## src/logic/gpio_pkg.sv

```systemverilog
// Constants shared by the general purpose port block.
package gpio_pkg;

	// Bus geometry.
	localparam int          ADDR_W        = 5;
	localparam int          DATA_W        = 32;
	localparam int          ADDR_LSB      = 2;

	// Port geometry.
	localparam int          NUM_BIDIR     = 3;
	localparam int          PORT_W        = 8;
	localparam int          IN_PORT_W     = 7;

	// Register indices; the byte address is four times the index.
	localparam logic [2:0]  IDX_DATA0     = 3'h0;
	localparam logic [2:0]  IDX_DATA1     = 3'h1;
	localparam logic [2:0]  IDX_DATA2     = 3'h2;
	localparam logic [2:0]  IDX_IN_DATA   = 3'h3;
	localparam logic [2:0]  IDX_DIR0      = 3'h4;
	localparam logic [2:0]  IDX_DIR1      = 3'h5;
	localparam logic [2:0]  IDX_DIR2      = 3'h6;

	// Values after reset.
	localparam logic [7:0]  DIR_RESET     = 8'h00;
	localparam logic        LINE_IDLE     = 1'b1;

	// Bus response codes.
	localparam logic [1:0]  RESP_OKAY     = 2'h0;
	localparam logic [1:0]  RESP_SLVERR   = 2'h2;

endpackage

```

## src/logic/ext_irq_latch.sv

```systemverilog
// External interrupt request latch with edge or edge-and-level sensing.
`timescale 1ns/100ps
module ext_irq_latch (
	// Clock, reset and enable.
	input  wire logic clk,
	input  wire logic rst,
	input  wire logic ce,
	// Combined active low interrupt line and its sensing mode.
	input  wire logic line_n,
	input  wire logic level_mode,
	// Service side.
	input  wire logic ack,
	output logic      req
);
	import gpio_pkg::*;

	logic line_prev_reg;
	logic pend_reg;
	logic pend_next;
	logic sync1_reg;
	logic sync2_reg;
	logic fall;
	logic set_req;

	assign fall    = line_prev_reg & ~line_n;
	// Level mode keeps requesting for as long as the line stays low.
	assign set_req = fall | (level_mode & ~line_n);
	// A new request in the acknowledge cycle is kept, not lost.
	assign pend_next = set_req | (pend_reg & ~ack);
	assign req       = sync2_reg;

	always_ff @(posedge clk or posedge rst) begin
		if (rst) begin
			line_prev_reg <= LINE_IDLE;
			pend_reg      <= 1'b0;
			sync1_reg     <= 1'b0;
			sync2_reg     <= 1'b0;
		end else if (ce) begin
			line_prev_reg <= line_n;
			pend_reg      <= pend_next; // RQ19
			sync1_reg     <= pend_reg; // RQ19
			sync2_reg     <= sync1_reg;
		end
	end

	property p_fall_reaches_req;
		@(posedge clk) disable iff (rst)
		(ce && fall && !ack) ##1 ce [*3] |-> req;
	endproperty
	a_fall_reaches_req: assert property (p_fall_reaches_req) // RQ19
		else $error("Falling edge did not raise the request.");

endmodule // ext_irq_latch

```

## src/logic/gpio_ports.sv

```systemverilog
// General purpose port block: three bidirectional ports and one input port.
//
// Function
// (RQ1) Three eight-bit bidirectional ports, per-pin direction.
// (RQ2) Direction one drives pin, zero is input.
// (RQ3) Reset clears every direction register.
// (RQ4) Reset leaves port data latches unchanged.
// (RQ5) Input pin write updates latch only.
// (RQ6) Output pin write updates latch and pin.
// (RQ7) Input bits read back live pin level.
// (RQ8) Output bits read back the latch.
// (RQ9) Direction registers are readable and writable.
// (RQ10) First port at index zero and four.
// (RQ11) Second port at index one and five.
// (RQ12) Third port at index two and six.
// (RQ13) Seven-pin input port, serial drivers may override.
// (RQ14) Reset disables special drivers on input port.
// (RQ15) Option gives second port interrupt and pullup.
// (RQ16) Second port shares external interrupt sensitivity.
// (RQ17) Software writes latch before setting direction.
// (RQ18) Software presets latch before output-to-input switch.
// (RQ19) Falling edge latched, then synchronised internally.
// (RQ20) Input port register read-only, top bit zero.
`timescale 1ns/100ps
module gpio_ports #(
	parameter logic [7:0] PULLUP_IRQ_OPT = 8'h00,
	parameter logic       EDGE_LEVEL_OPT = 1'b0
) (
	// Clock, reset and enable.
	input  wire logic                       CORE_CLK,
	input  wire logic                       RST,
	input  wire logic                       CE,
	// Write address channel.
	input  wire logic [gpio_pkg::ADDR_W-1:0] S_AXI_AWADDR,
	input  wire logic                       S_AXI_AWVALID,
	output logic                            S_AXI_AWREADY,
	// Write data channel.
	input  wire logic [gpio_pkg::DATA_W-1:0] S_AXI_WDATA,
	input  wire logic [3:0]                 S_AXI_WSTRB,
	input  wire logic                       S_AXI_WVALID,
	output logic                            S_AXI_WREADY,
	// Write response channel.
	output logic [1:0]                      S_AXI_BRESP,
	output logic                            S_AXI_BVALID,
	input  wire logic                       S_AXI_BREADY,
	// Read address channel.
	input  wire logic [gpio_pkg::ADDR_W-1:0] S_AXI_ARADDR,
	input  wire logic                       S_AXI_ARVALID,
	output logic                            S_AXI_ARREADY,
	// Read data channel.
	output logic [gpio_pkg::DATA_W-1:0]     S_AXI_RDATA,
	output logic [1:0]                      S_AXI_RRESP,
	output logic                            S_AXI_RVALID,
	input  wire logic                       S_AXI_RREADY,
	// First bidirectional port pins.
	input  wire logic [gpio_pkg::PORT_W-1:0] P0_IN,
	output logic [gpio_pkg::PORT_W-1:0]     P0_OUT,
	output logic [gpio_pkg::PORT_W-1:0]     P0_OE,
	// Second bidirectional port pins and pullup controls.
	input  wire logic [gpio_pkg::PORT_W-1:0] P1_IN,
	output logic [gpio_pkg::PORT_W-1:0]     P1_OUT,
	output logic [gpio_pkg::PORT_W-1:0]     P1_OE,
	output logic [gpio_pkg::PORT_W-1:0]     P1_PULLUP,
	// Third bidirectional port pins.
	input  wire logic [gpio_pkg::PORT_W-1:0] P2_IN,
	output logic [gpio_pkg::PORT_W-1:0]     P2_OUT,
	output logic [gpio_pkg::PORT_W-1:0]     P2_OE,
	// Input-only port pins and serial special function drivers.
	input  wire logic [gpio_pkg::IN_PORT_W-1:0] IN_PINS,
	input  wire logic [gpio_pkg::IN_PORT_W-1:0] SF_OUT,
	input  wire logic [gpio_pkg::IN_PORT_W-1:0] SF_OE,
	output logic [gpio_pkg::IN_PORT_W-1:0]  IN_OUT,
	output logic [gpio_pkg::IN_PORT_W-1:0]  IN_OE,
	// External interrupt.
	input  wire logic                       IRQ_N,
	input  wire logic                       IRQ_ACK,
	output logic                            IRQ_REQ
);
	import gpio_pkg::*;

	// Register index decode, shared by the write and read paths.
	function automatic logic [2:0] idx_of(input logic [ADDR_W-1:0] a);
		idx_of = a[ADDR_W-1:ADDR_LSB];
	endfunction

	function automatic logic mapped(input logic [ADDR_W-1:0] a);
		logic [2:0] i;
		i = a[ADDR_W-1:ADDR_LSB];
		mapped = (i <= IDX_DIR2);
	endfunction

	logic [PORT_W-1:0]  latch_reg [NUM_BIDIR];
	logic [PORT_W-1:0]  dir_reg   [NUM_BIDIR];
	logic [PORT_W-1:0]  pin_in    [NUM_BIDIR];
	logic [PORT_W-1:0]  rd_val    [NUM_BIDIR];

	logic               aw_held_reg;
	logic [ADDR_W-1:0]  aw_addr_reg;
	logic               w_held_reg;
	logic [7:0]         w_data_reg;
	logic               w_lane0_reg;
	logic               bvalid_reg;
	logic [1:0]         bresp_reg;
	logic               rvalid_reg;
	logic [DATA_W-1:0]  rdata_reg;
	logic [1:0]         rresp_reg;

	wire                aw_take  = S_AXI_AWVALID & S_AXI_AWREADY;
	wire                w_take   = S_AXI_WVALID & S_AXI_WREADY;
	wire                ar_take  = S_AXI_ARVALID & S_AXI_ARREADY;
	wire                do_write = CE & aw_held_reg & w_held_reg & ~bvalid_reg;
	wire [2:0]          wr_idx   = idx_of(aw_addr_reg);
	wire                wr_ok    = mapped(aw_addr_reg);
	wire [2:0]          rd_idx   = idx_of(S_AXI_ARADDR);
	wire                rd_ok    = mapped(S_AXI_ARADDR);
	wire [7:0]          in_val   = {1'b0, IN_PINS};
	wire                irq_line_n;
	logic [7:0]         rd_byte;

	assign pin_in[0] = P0_IN;
	assign pin_in[1] = P1_IN;
	assign pin_in[2] = P2_IN;

	// Handshakes drop while the block is frozen, so nothing is taken and lost.
	assign S_AXI_AWREADY = CE & ~aw_held_reg & ~bvalid_reg;
	assign S_AXI_WREADY  = CE & ~w_held_reg & ~bvalid_reg;
	assign S_AXI_ARREADY = CE & ~rvalid_reg;
	assign S_AXI_BVALID  = bvalid_reg;
	assign S_AXI_BRESP   = bresp_reg;
	assign S_AXI_RVALID  = rvalid_reg;
	assign S_AXI_RDATA   = rdata_reg;
	assign S_AXI_RRESP   = rresp_reg;

	genvar g;
	generate
		for (g = 0; g < NUM_BIDIR; g++) begin : g_port
			wire wr_data = do_write & wr_ok & w_lane0_reg & (wr_idx == IDX_DATA0 + 3'(g));
			wire wr_dir  = do_write & wr_ok & w_lane0_reg & (wr_idx == IDX_DIR0 + 3'(g));

			// The latch has no reset so that its contents survive one.
			always_ff @(posedge CORE_CLK) begin
				if (wr_data) begin
					latch_reg[g] <= w_data_reg; // RQ4 RQ5 RQ6
				end
			end

			always_ff @(posedge CORE_CLK or posedge RST) begin
				if (RST) begin
					dir_reg[g] <= DIR_RESET; // RQ3
				end else if (wr_dir) begin
					dir_reg[g] <= w_data_reg; // RQ1 RQ9
				end
			end

			// Input bits see the pin, output bits see the latch.
			assign rd_val[g] = (dir_reg[g] & latch_reg[g]) | (~dir_reg[g] & pin_in[g]); // RQ7 RQ8
		end
	endgenerate

	// Pins are driven only where the direction bit is one.
	assign P0_OUT = latch_reg[0];
	assign P0_OE  = dir_reg[0]; // RQ2 RQ10
	assign P1_OUT = latch_reg[1];
	assign P1_OE  = dir_reg[1]; // RQ2 RQ11
	assign P2_OUT = latch_reg[2];
	assign P2_OE  = dir_reg[2]; // RQ2 RQ12

	// The pullup comes with the interrupt option and only on inputs.
	assign P1_PULLUP = PULLUP_IRQ_OPT & ~dir_reg[1]; // RQ15

	// Serial drivers pass through, but never while reset is held.
	assign IN_OUT = SF_OUT;
	assign IN_OE  = RST ? '0 : SF_OE; // RQ13 RQ14

	// Optioned second port pins join the external line as a wired AND.
	assign irq_line_n = IRQ_N & (&(P1_IN | ~PULLUP_IRQ_OPT)); // RQ15 RQ16

	ext_irq_latch u_irq (
		.clk        (CORE_CLK),
		.rst        (RST),
		.ce         (CE),
		.line_n     (irq_line_n),
		.level_mode (EDGE_LEVEL_OPT), // RQ16
		.ack        (IRQ_ACK),
		.req        (IRQ_REQ)
	);

	always_comb begin
		case (rd_idx)
			IDX_DATA0:   rd_byte = rd_val[0];
			IDX_DATA1:   rd_byte = rd_val[1];
			IDX_DATA2:   rd_byte = rd_val[2];
			IDX_IN_DATA: rd_byte = in_val; // RQ20
			IDX_DIR0:    rd_byte = dir_reg[0]; // RQ9
			IDX_DIR1:    rd_byte = dir_reg[1];
			IDX_DIR2:    rd_byte = dir_reg[2];
			default:     rd_byte = 8'h00;
		endcase
	end

	// Write address and data are held separately and joined in order.
	always_ff @(posedge CORE_CLK or posedge RST) begin
		if (RST) begin
			aw_held_reg <= 1'b0;
			aw_addr_reg <= '0;
			w_held_reg  <= 1'b0;
			w_data_reg  <= 8'h00;
			w_lane0_reg <= 1'b0;
		end else if (CE) begin
			if (aw_take) begin
				aw_held_reg <= 1'b1;
				aw_addr_reg <= S_AXI_AWADDR;
			end else if (do_write) begin
				aw_held_reg <= 1'b0;
			end
			if (w_take) begin
				w_held_reg  <= 1'b1;
				w_data_reg  <= S_AXI_WDATA[7:0];
				w_lane0_reg <= S_AXI_WSTRB[0];
			end else if (do_write) begin
				w_held_reg <= 1'b0;
			end
		end
	end

	// Writes to the read-only input port are quietly accepted.
	always_ff @(posedge CORE_CLK or posedge RST) begin
		if (RST) begin
			bvalid_reg <= 1'b0;
			bresp_reg  <= RESP_OKAY;
		end else if (CE) begin
			if (do_write) begin
				bvalid_reg <= 1'b1;
				bresp_reg  <= wr_ok ? RESP_OKAY : RESP_SLVERR;
			end else if (S_AXI_BREADY) begin
				bvalid_reg <= 1'b0;
			end
		end
	end

	always_ff @(posedge CORE_CLK or posedge RST) begin
		if (RST) begin
			rvalid_reg <= 1'b0;
			rdata_reg  <= '0;
			rresp_reg  <= RESP_OKAY;
		end else if (CE) begin
			if (ar_take) begin
				rvalid_reg <= 1'b1;
				rdata_reg  <= {24'h000000, rd_ok ? rd_byte : 8'h00};
				rresp_reg  <= rd_ok ? RESP_OKAY : RESP_SLVERR;
			end else if (S_AXI_RREADY) begin
				rvalid_reg <= 1'b0;
			end
		end
	end

	property p_dir_clear;
		@(posedge CORE_CLK)
		RST |-> (P0_OE == 8'h00 && P1_OE == 8'h00 && P2_OE == 8'h00);
	endproperty
	a_dir_clear: assert property (p_dir_clear) // RQ3
		else $error("Direction not cleared during reset.");

	property p_dir_write;
		@(posedge CORE_CLK) disable iff (RST)
		(do_write && wr_idx == IDX_DIR0 && w_lane0_reg) |=> P0_OE == $past(w_data_reg);
	endproperty
	a_dir_write: assert property (p_dir_write) // RQ2
		else $error("Direction write did not reach the enables.");

	property p_latch_write;
		@(posedge CORE_CLK) disable iff (RST)
		(do_write && wr_idx == IDX_DATA1 && w_lane0_reg) |=> P1_OUT == $past(w_data_reg);
	endproperty
	a_latch_write: assert property (p_latch_write) // RQ6
		else $error("Data write did not reach the second port latch.");

	property p_latch_only;
		@(posedge CORE_CLK) disable iff (RST)
		(do_write && wr_idx == IDX_DATA2 && dir_reg[2] == 8'h00) |=> P2_OE == 8'h00;
	endproperty
	a_latch_only: assert property (p_latch_only) // RQ5
		else $error("Data write to an input port drove a pin.");

	property p_read_mix;
		@(posedge CORE_CLK) disable iff (RST)
		(ar_take && rd_idx == IDX_DATA0)
		|=> S_AXI_RDATA[7:0] == (($past(P0_IN) & ~$past(P0_OE)) | ($past(P0_OUT) & $past(P0_OE)));
	endproperty
	a_read_mix: assert property (p_read_mix) // RQ7
		else $error("Port read mixed pin and latch wrongly.");

	property p_read_out;
		@(posedge CORE_CLK) disable iff (RST)
		(ar_take && rd_idx == IDX_DATA1 && P1_OE == 8'hFF) |=> S_AXI_RDATA[7:0] == $past(P1_OUT);
	endproperty
	a_read_out: assert property (p_read_out) // RQ8
		else $error("Output port read did not return the latch.");

	property p_read_dir;
		@(posedge CORE_CLK) disable iff (RST)
		(ar_take && rd_idx == IDX_DIR2) |=> S_AXI_RDATA == {24'h000000, $past(P2_OE)};
	endproperty
	a_read_dir: assert property (p_read_dir) // RQ9
		else $error("Direction read back wrong.");

	property p_read_in;
		@(posedge CORE_CLK) disable iff (RST)
		ar_take && rd_idx == IDX_IN_DATA |=> S_AXI_RDATA == {25'h0000000, $past(IN_PINS)};
	endproperty
	a_read_in: assert property (p_read_in) // RQ20
		else $error("Input port read wrong or top bit set.");

	property p_sf_off;
		@(posedge CORE_CLK) RST |-> IN_OE == 7'h00;
	endproperty
	a_sf_off: assert property (p_sf_off) // RQ14
		else $error("Special drivers on during reset.");

	property p_pullup;
		@(posedge CORE_CLK) disable iff (RST)
		$rose(P1_OE[0]) |-> !P1_PULLUP[0];
	endproperty
	a_pullup: assert property (p_pullup) // RQ15
		else $error("Pullup left on an output pin.");

	property p_bresp;
		@(posedge CORE_CLK) disable iff (RST)
		(aw_take && w_take) ##1 CE |=> S_AXI_BVALID;
	endproperty
	a_bresp: assert property (p_bresp) // RQ1
		else $error("Write response late.");

endmodule // gpio_ports

```

## config.mk

```make
export PLATFORM = sky130hd
export DESIGN_NAME = gpio_ports
export DESIGN_NICKNAME = d
export VERILOG_FILES = /design/src/logic/gpio_pkg.sv /design/src/logic/ext_irq_latch.sv /design/src/logic/gpio_ports.sv
export SDC_FILE = /design/constraint.sdc
export NUM_CORES = 1
export LEC_CHECK = 0
export BUFFER_PORTS_ARGS = -buffer_cell sky130_fd_sc_hd__buf_2
export CAP_MARGIN = 10
export CORE_MARGIN = 1.5
export CORE_UTILIZATION = 41
export DETAILED_ROUTE_END_ITERATION = 7
export PLACE_DENSITY = 0.83
export SLEW_MARGIN = 10
export SYNTH_ARGS = -nofsm -noshare
export SYNTH_HDL_FRONTEND = slang
export SYNTH_SLANG_ARGS = --single-unit
```

## constraint.sdc

```tcl
create_clock -name CORE_CLK -period 1.9 [get_ports CORE_CLK]
set_input_delay 0.38 -clock CORE_CLK [delete_from_list [all_inputs] [get_ports CORE_CLK]]
set_output_delay 0.38 -clock CORE_CLK [all_outputs]
set_load 0.01 [all_outputs]
```

## Word-level counts from Yosys, hierarchy flattened

Memories as Yosys holds them, arrays and structs flattened.
Cells that the tools add are included.

- Add/sub/neg operators: 0
- $mul: 0
- Divide/modulo/power cells: 0
- Order comparisons: 2
- Eq/ne operators: 11
- Shift-type cells: 0
- Multiplexer cells: 24
- Bitwise logic cells: 40
- Reductions and logical operators: 16

Operator list:

| cell | number |
|---|---|
| case mux 8 bit (7 select lines) | 1 |
| AND 8 bit | 6 |
| two-way mux 8 bit | 3 |
| inverter 8 bit | 3 |
| bitwise OR 8 bit | 3 |
| AND 1 bit | 21 |
| == test 3 bit (second input constant) | 6 |
| AND reduction 2 bit | 8 |
| OR reduction 8 bit | 2 |
| two-way mux 1 bit | 15 |
| == test 3 x 2 -> 1 bit (second input constant) | 3 |
| two-way mux 2 bit | 4 |
| nonzero test 2 bit | 4 |
| two-way mux 7 bit | 1 |
| == test 3 x 1 -> 1 bit (second input constant) | 2 |
| <= comparator 3 bit (second input constant) | 2 |
| zero test 3 bit | 2 |
| inverter 1 bit | 6 |
| bitwise OR 1 bit | 1 |

- Register bits after elaboration: 58
- Bits in latches: 0
- RAM bits: 24
- Memory bits (read-only): 0
- Input port bits: 101
- Output and inout port bits: 112
- Memories kept: 1

Memories:

| memory | words | width | rd ports | clocked after Yosys merged registers in | write ports | RTL line | RTL |
|---|---|---|---|---|---|---|---|
| latch_reg | 3 | 8 | 3 | 0 | 1 | gpio_ports.sv:92 | `logic [PORT_W-1:0] latch_reg [NUM_BIDIR];` |

## Logic depth before layout (Yosys ltp)

Gate-level depths: netlist of the first run.

- Depth after elaboration: 11
- Gate-level depth with buffers: 6
- Mapped depth without buffers: 4

## By module

Synthesis of the first run repeated with hierarchy kept, for this count alone.

- Cells, all modules: 324
- Area, all modules: 3837.4 µm²

By module, submodules not included:

| module | times used | cells an instance | area an instance (µm²) |
|---|---|---|---|
| gpio_ports | 1 | 312 | 3676.0 |
| ext_irq_latch | 1 | 12 | 161.4 |

## Worst setup path after synthesis of the first run

Ideal clock, no wire load.

- Kind: reg-to-reg
- Start point: reg bvalid_reg (netlist: S_AXI_BVALID)
- End point: mem latch_reg[0][0], enable pin
- Setup time: 0.383 ns
- Arrival: 1.735 ns
- Required time: 1.517 ns
- Path slack: -0.218 ns
- Cell stages (with the launch flop): 4
- Path buffers: 0
- Period minus slack after synthesis: 2.118 ns
- Path through: dfrtp_1 nand4b_4 or3b_2 nor3_1

- Elaborated cells between the ends (all ways): 19
- Those cells by class: mux (10); bitwise (7); reduce/logical (2)

RTL lines:

| element | RTL line | RTL |
|---|---|---|
| start: declaration | gpio_ports.sv:102 | `logic bvalid_reg;` |
| start signal: assignment | gpio_ports.sv:229 | `bvalid_reg <= 1'b0;` |
| start signal: assignment | gpio_ports.sv:233 | `bvalid_reg <= 1'b1;` |
| start signal: assignment | gpio_ports.sv:236 | `bvalid_reg <= 1'b0;` |
| inverter 1 bit | gpio_ports.sv:111 | `wire do_write = CE & aw_held_reg & w_held_reg & ~bvalid_reg;` |
| AND 1 bit | gpio_ports.sv:111 |  |
| AND 1 bit (3 in series) | gpio_ports.sv:137 | `wire wr_data = do_write & wr_ok & w_lane0_reg & (wr_idx == IDX_DATA0 + 3'(g));` |
| via g_port[0].wr_data | gpio_ports.sv:137 |  |
| two-way mux 1 bit | gpio_ports.sv:142 | `if (wr_data) begin` |
| two-way mux 1 bit (implied by the code) | gpio_ports.sv:143 | `latch_reg[g] <= w_data_reg;` |
| two-way mux 1 bit (no line) (2 in series) | - |  |
| end: declaration | gpio_ports.sv:92 |  |

The timed path passes the listed nets, and every way through them passes these cells.

## Worst setup path after layout of the first run

- Start point: reg bvalid_reg (netlist: S_AXI_BVALID)
- End point: mem latch_reg[0][4], enable pin

The elaborated chain is that of the path after synthesis.

==> reports/summary.txt, run 1 <==
status - completed
Post-route DRC - 0
area of the core - 9200 sq um
slowest CP cell - or3b_2
Worst-Margin Slew - 0.529 ns
Leak - 2.33 nW
Slew Viols, Final - 0
H-tree levels - 3
crit-path cells - nand4b_4 -> or3b_2 -> nor3_2 -> buf_4
Register-to-Register Path Depth - 4
Power Total - 5.47 mW
complex-gate fraction of the synthesized area - 0.106
final setup fails - 0
IO Pins - 213
Setup Skew - 0.00677 ns
total die area - 10,100 sq um
CTS Sinks - 78
DR iter-0 viols - 105
Hold Path Class - in2async
drt pass-1 iters - 5
startpoint types - flop
largest net degree at the start of global routing - 33
CTS tree - built
most common cell after layout, fill and taps aside - buf_2
chip width - 100 um
Simple-Gate Fraction of Synth Area - 0.121
Worst-Skew Late Latency - 0.36 ns
max reg flops - 24
Fmax achieved - 534 MHz
P per Cell Area - 1130 nW/um^2
routed vias - 2,988
CTS max path bufs - 2
most frequent cells in the layout - 133 x buf_2, 53 x dfrtp_1, 44 x mux2_2, 34 x conb_1, 24 x edfxtp_1
Worst-path clk slew - 0.07 ns
Max-cap violations - 0
first-pass GRT wire length - 15,700 um
port bufs - 133
fin crit period - 1.87 ns
Top Family by Delay on Critical Path - simple AND/OR/NAND/NOR gates
cts hold-fix bufs - 0
Fill cells - 825
fin nets - 564
Synth Flop Type - dfrtp_1
Final Cycle Share - 0.985
Mapped Area - 3880 sq um
Setup crit end kind - flop
final wirelength - 10,300 um
Post-synth EDFFs - 24
crit-path max FO - 7
main combinational cell family by area after synthesis - multiplexers
area occupied by registers - 2070 sq um
RSZ-0062 raised after global routing - no
Synth Warn # - 0
Worst R2R Setup Slack - 0.03 ns
required time worst endpoint - 1.97 ns
initial antenna violation count - 0
layout cell share with drive strength beyond 1 - 0.481
WHS - 0.124 ns
grt total ovfl - 0
die height - 100 um
Setup Crit Path Kind - reg2reg
Initial Util - 0.422
ant diodes - 0
clk root buf - clkbuf_8
DP HPWL - 7860 um
Slew HR - 0.647
setup TNS - 0 ns
setup ws final - 0.0290 ns
routability cong. - 0.853
vias per cell - 5.16
WL/cell - 17.8 um
FFs w/ async S/R, synth - 0.692
Max VDD drop - 0.654 mV
critical path depth - 4
Worst EP arrival - 1.94 ns
area grow syn2layout - 25.0%
multi-input logic area - 1570 sq um
final number of hold-violating endpoints - 0
CTS Buf Count - 9
row count - 35
count of unique library cells instantiated by Yosys - 50
number of synthesized register bits - 78
Final ANT Viol Nets - 0
Adder-Cell Fraction of Synth Area - 0
mux contribution to synthesized area - 0.143
WP buf/inv - 1
Post-Synth XOR/XNOR Area - 0
sequential share of the synthesized area - 0.534
cells after synthesis - 319
total track usage - 0.209
number of global-route vias before repair - 2,961
Syn Area/Cell - 12.2 sq um
dpl ws - 0.0268 ns
CP peak stage delay - 0.55 ns
-- worst reg2reg max path, delay by kind of cell, from the launching register on --
family	cells	cell delay, ns
buf+inv	1	0.21
flops	1	0.40
simple gates	3	0.98
-- layout make-up --
cell class,count,area share
clock buffer,11,0.0271
sequential,78,0.427
tap,111,0.0286
clock inverter,5,0.0152
inverter,4,0.00309
timing repair buffer,152,0.175
multi-input combinational,218,0.324
-- power by group --
group          leakage [nW]  switching, mW  internal, mW
Combinational          1.32          0.675         0.748
Sequential            0.906          0.494          2.22
Clock                 0.105          0.594         0.732
-- routing by layer --
layer / GRT usage / routed length, um / share of wire / vias up
met4: 0.0845 / 228 / 0.022 / 0
met3: 0.0487 / 598 / 0.058 / 22
met1: 0.254 / 4220 / 0.41 / 1466
li1: - / - / - / 1372
met5: 0 / 0 / 0 / -
met2: 0.360 / 5240 / 0.51 / 128
-- synth_stat cells, types with 2 or more instances --
master / n / area (sq um)
a2111oi_0: 2 / 17.5
a211oi_1: 3 / 22.5
a21boi_0: 3 / 22.5
a21o_1: 2 / 15.0
a21oi_1: 8 / 40.0
a221oi_1: 3 / 26.3
a22o_1: 4 / 35.0
a22oi_1: 3 / 22.5
a31oi_1: 2 / 12.5
and2_1: 2 / 12.5
buf_2: 3 / 15.0
buf_4: 41 / 308
clkbuf_1: 7 / 26.3
dfrtp_1: 53 / 1330
edfxtp_1: 24 / 721
inv_1: 4 / 15.0
mux2_2: 44 / 495
mux2i_1: 6 / 60.1
nand2_1: 15 / 56.3
nand2b_1: 6 / 37.5
nand3_1: 2 / 10.0
nand3b_1: 2 / 15.0
nor2_1: 11 / 41.3
nor2_4: 2 / 22.5
nor2b_1: 13 / 81.3
nor3_1: 6 / 30.0
o21a_1: 2 / 15.0
o21ai_0: 16 / 80.1
o2bb2ai_1: 2 / 17.5
or3b_2: 8 / 70.1
-- metrics by stage --
step,cell area (sq um),utilization,instances
2_1_floorplan,4010,-,352
3_3_place_gp,4640,0.505,563
3_5_place_dp,4640,0.505,563
4_1_cts,4850,0.527,579
5_1_grt,4850,0.528,579
6_report,4850,0.528,579
-- logic make-up (layout without fill, tap and decap cells) --
group           after synthesis  in the layout
other cells                   1             34
flops                        78             78
buf+inv                      56            172
mux                          50             50
simple gates                 75             75
compound gates               59             59
-- final timing paths --
kind / start / endpoint
max in group asynchronous: RST / P0_OE[5]$_DFFE_PP0P_
min: RST / aw_addr_reg[3]$_DFFE_PP0P_
min in group CORE_CLK: S_AXI_WDATA[0] / w_data_reg[0]$_DFFE_PP0P_
max reg2reg: S_AXI_BVALID$_DFFE_PP0P_ / latch_reg[0][4]$_DFFE_PP_
max: S_AXI_BVALID$_DFFE_PP0P_ / latch_reg[0][4]$_DFFE_PP_
min reg2reg: S_AXI_RDATA[3]$_DFFE_PP0P_ / S_AXI_RDATA[3]$_DFFE_PP0P_
-- what timing repair did --
item | 4_1_cts | 5_1_grt
gates resized for setup | 0 | 2
setup endpoints to repair | 0 | 6
setup buffers | 0 | 0
Power figures use the tool's default switching activity.
==> run 2, diff against run 1 <==
Settings changed: SETUP_SLACK_MARGIN from default to 0.05.
==> reports/summary.txt, run 2 (synthesized netlist as in run 1, its figures left out) <==
status - completed (unchanged)
crit-path max FO - 7 (unchanged)
IO Pins - 213 (unchanged)
Hold Path Class - in2async (unchanged)
fin nets - 566 (was 564)
WHS - 0.125 ns (was 0.124 ns)
WL/cell - 17.8 um (about the same)
Worst-path clk slew - 0.07 ns (about the same)
slowest CP cell - dfrtp_1 (was or3b_2)
Placed Cells - 563 (unchanged)
fin area - 4900 sq um (was 4850 sq um)
Max-cap violations - 0 (unchanged)
Worst Setup SP - S_AXI_BVALID$_DFFE_PP0P_ (unchanged)
final setup fails - 0 (unchanged)
largest net degree at the start of global routing - 33 (unchanged)
Top Family by Delay on Critical Path - simple AND/OR/NAND/NOR gates (unchanged)
CTS Buf Count - 9 (unchanged)
Final ANT Viol Nets - 0 (unchanged)
ant diodes - 0 (unchanged)
Placed Instance Area - 4640 sq um (unchanged)
Final Cycle Share - 0.926 (was 0.985)
Setup Crit Path Kind - reg2reg (unchanged)
required time worst endpoint - 2.14 ns (was 1.97 ns)
first-pass GRT wire length - 15,700 um (about the same)
Worst-Skew Late Latency - 0.36 ns (about the same)
cts hold-fix bufs - 0 (unchanged)
Cell Count, Final, Fillers Out - 581 (was 579)
routability cong. - 0.853 (unchanged)
multi-input logic area - 1580 sq um (was 1570 sq um)
most common cell after layout, fill and taps aside - buf_2 (unchanged)
CTS Sinks - 78 (unchanged)
Fill cells - 825 (unchanged)
Post-route DRC - 0 (unchanged)
vias per cell - 5.18 (was 5.16)
Fmax achieved - 569 MHz (was 534 MHz)
die height - 100 um (unchanged)
CTS tree - built (unchanged)
number of global-route vias before repair - 2,970 (was 2,961)
area of the core - 9200 sq um (unchanged)
final core occ - 0.532 (was 0.528)
Worst-Margin Slew - 0.528 ns (was 0.529 ns)
fin crit period - 1.76 ns (was 1.87 ns)
Max VDD drop - 0.645 mV (was 0.654 mV)
H-tree levels - 3 (unchanged)
Setup Skew - 0.00751 ns (was 0.00677 ns)
max reg flops - 24 (unchanged)
port bufs - 133 (unchanged)
Worst EP arrival - 2.00 ns (was 1.94 ns)
total die area - 10,100 sq um (unchanged)
crit-path cells - nand4b_4 -> or2_4 -> nor3_4 -> buf_4 -> mux2_2 (was nand4b_4 -> or3b_2 -> nor3_2 -> buf_4)
grt total ovfl - 0 (unchanged)
layout cell share with drive strength beyond 1 - 0.485 (was 0.481)
RSZ-0062 raised after global routing - no (unchanged)
clk root buf - clkbuf_8 (unchanged)
WP buf/inv - 1 (unchanged)
most frequent cells in the layout - 133 x buf_2, 53 x dfrtp_1, 44 x mux2_2, 34 x conb_1, 24 x edfxtp_1 (unchanged)
CP peak stage delay - 0.41 ns (was 0.55 ns)
DR iter-0 viols - 116 (was 105)
startpoint types - flop (unchanged)
Setup crit end kind - flop (unchanged)
Initial Util - 0.422 (unchanged)
final wirelength - 10,300 um (about the same)
area grow syn2layout - 26.1% (was 25.0%)
Leak - 2.34 nW (was 2.33 nW)
area occupied by registers - 2070 sq um (unchanged)
setup TNS - 0 ns (unchanged)
routed vias - 3,011 (was 2,988)
final number of hold-violating endpoints - 0 (unchanged)
Worst R2R Setup Slack - 0.14 ns (was 0.03 ns)
chip width - 100 um (unchanged)
CTS max path bufs - 2 (unchanged)
row count - 35 (unchanged)
Slew HR - 0.647 (about the same)
Worst R2R Start - S_AXI_BVALID$_DFFE_PP0P_ (unchanged)
drt pass-1 iters - 4 (was 5)
initial antenna violation count - 0 (unchanged)
Slew Viols, Final - 0 (unchanged)
DP HPWL - 7860 um (unchanged)
total track usage - 0.209 (about the same)
P per Cell Area - 1120 nW/um^2 (was 1130 nW/um^2)
## run 2: cell type report
| class | instances | share of cell area |
|---|---|---|
| Sequential cell | 78 | 0.423 |
| Tap cell | 111 | 0.0284 |
| Clock buffer | 11 | 0.0268 |
| Inverter | 4 | 0.00307 |
| Multi-Input combinational cell | 218 | 0.323 |
| Timing Repair Buffer | 154 | 0.180 |
| Clock inverter | 5 | 0.0151 |
## run 2: metal layers
metal / up-vias / part of all wire / GRT usage
li1: 1376 / - / -
met5: - / 0 / 0
met1: 1471 / 0.40 / 0.253
met4: 0 / 0.022 / 0.0878
met2: 142 / 0.51 / 0.359
met3: 22 / 0.069 / 0.0501
## run 2: timing repair
item	CTS	global route
setup buffers	0	2
resized for setup	1	5
hold endpoints to repair	0	0
pin swaps	1	1
gates cloned	0	0
setup endpoints to repair	11	34
## run 2: power by group
part           switching [mW]  internal, mW  total, mW  leakage [nW]
Clock                   0.591         0.732       1.32         0.105
Sequential              0.499          2.22       2.72         0.906
Combinational           0.679         0.757       1.44          1.33
Total                    1.77          3.71       5.48          2.34
## run 2: per-stage QoR
step | power [mW] | setup WS (ns)
2_1_floorplan | 3.55 | 0.00996
3_3_place_gp | 4.08 | 0.0494
3_5_place_dp | 4.17 | 0.0268
4_1_cts | 5.49 | 0.0399
5_1_grt | 5.78 | 0.0977
6_report | 5.48 | 0.141
## run 2: final timing paths
kind,end,cells past startpoint
worst max-delay path,P0_OE[4]$_DFFE_PP0P_,5
worst min-delay path,aw_addr_reg[3]$_DFFE_PP0P_,2
worst max register to register,P0_OE[4]$_DFFE_PP0P_,5
worst min register to register,S_AXI_RDATA[3]$_DFFE_PP0P_,2
max in group asynchronous,P2_OE[1]$_DFFE_PP0P_,3
min in group CORE_CLK,w_data_reg[0]$_DFFE_PP0P_,2
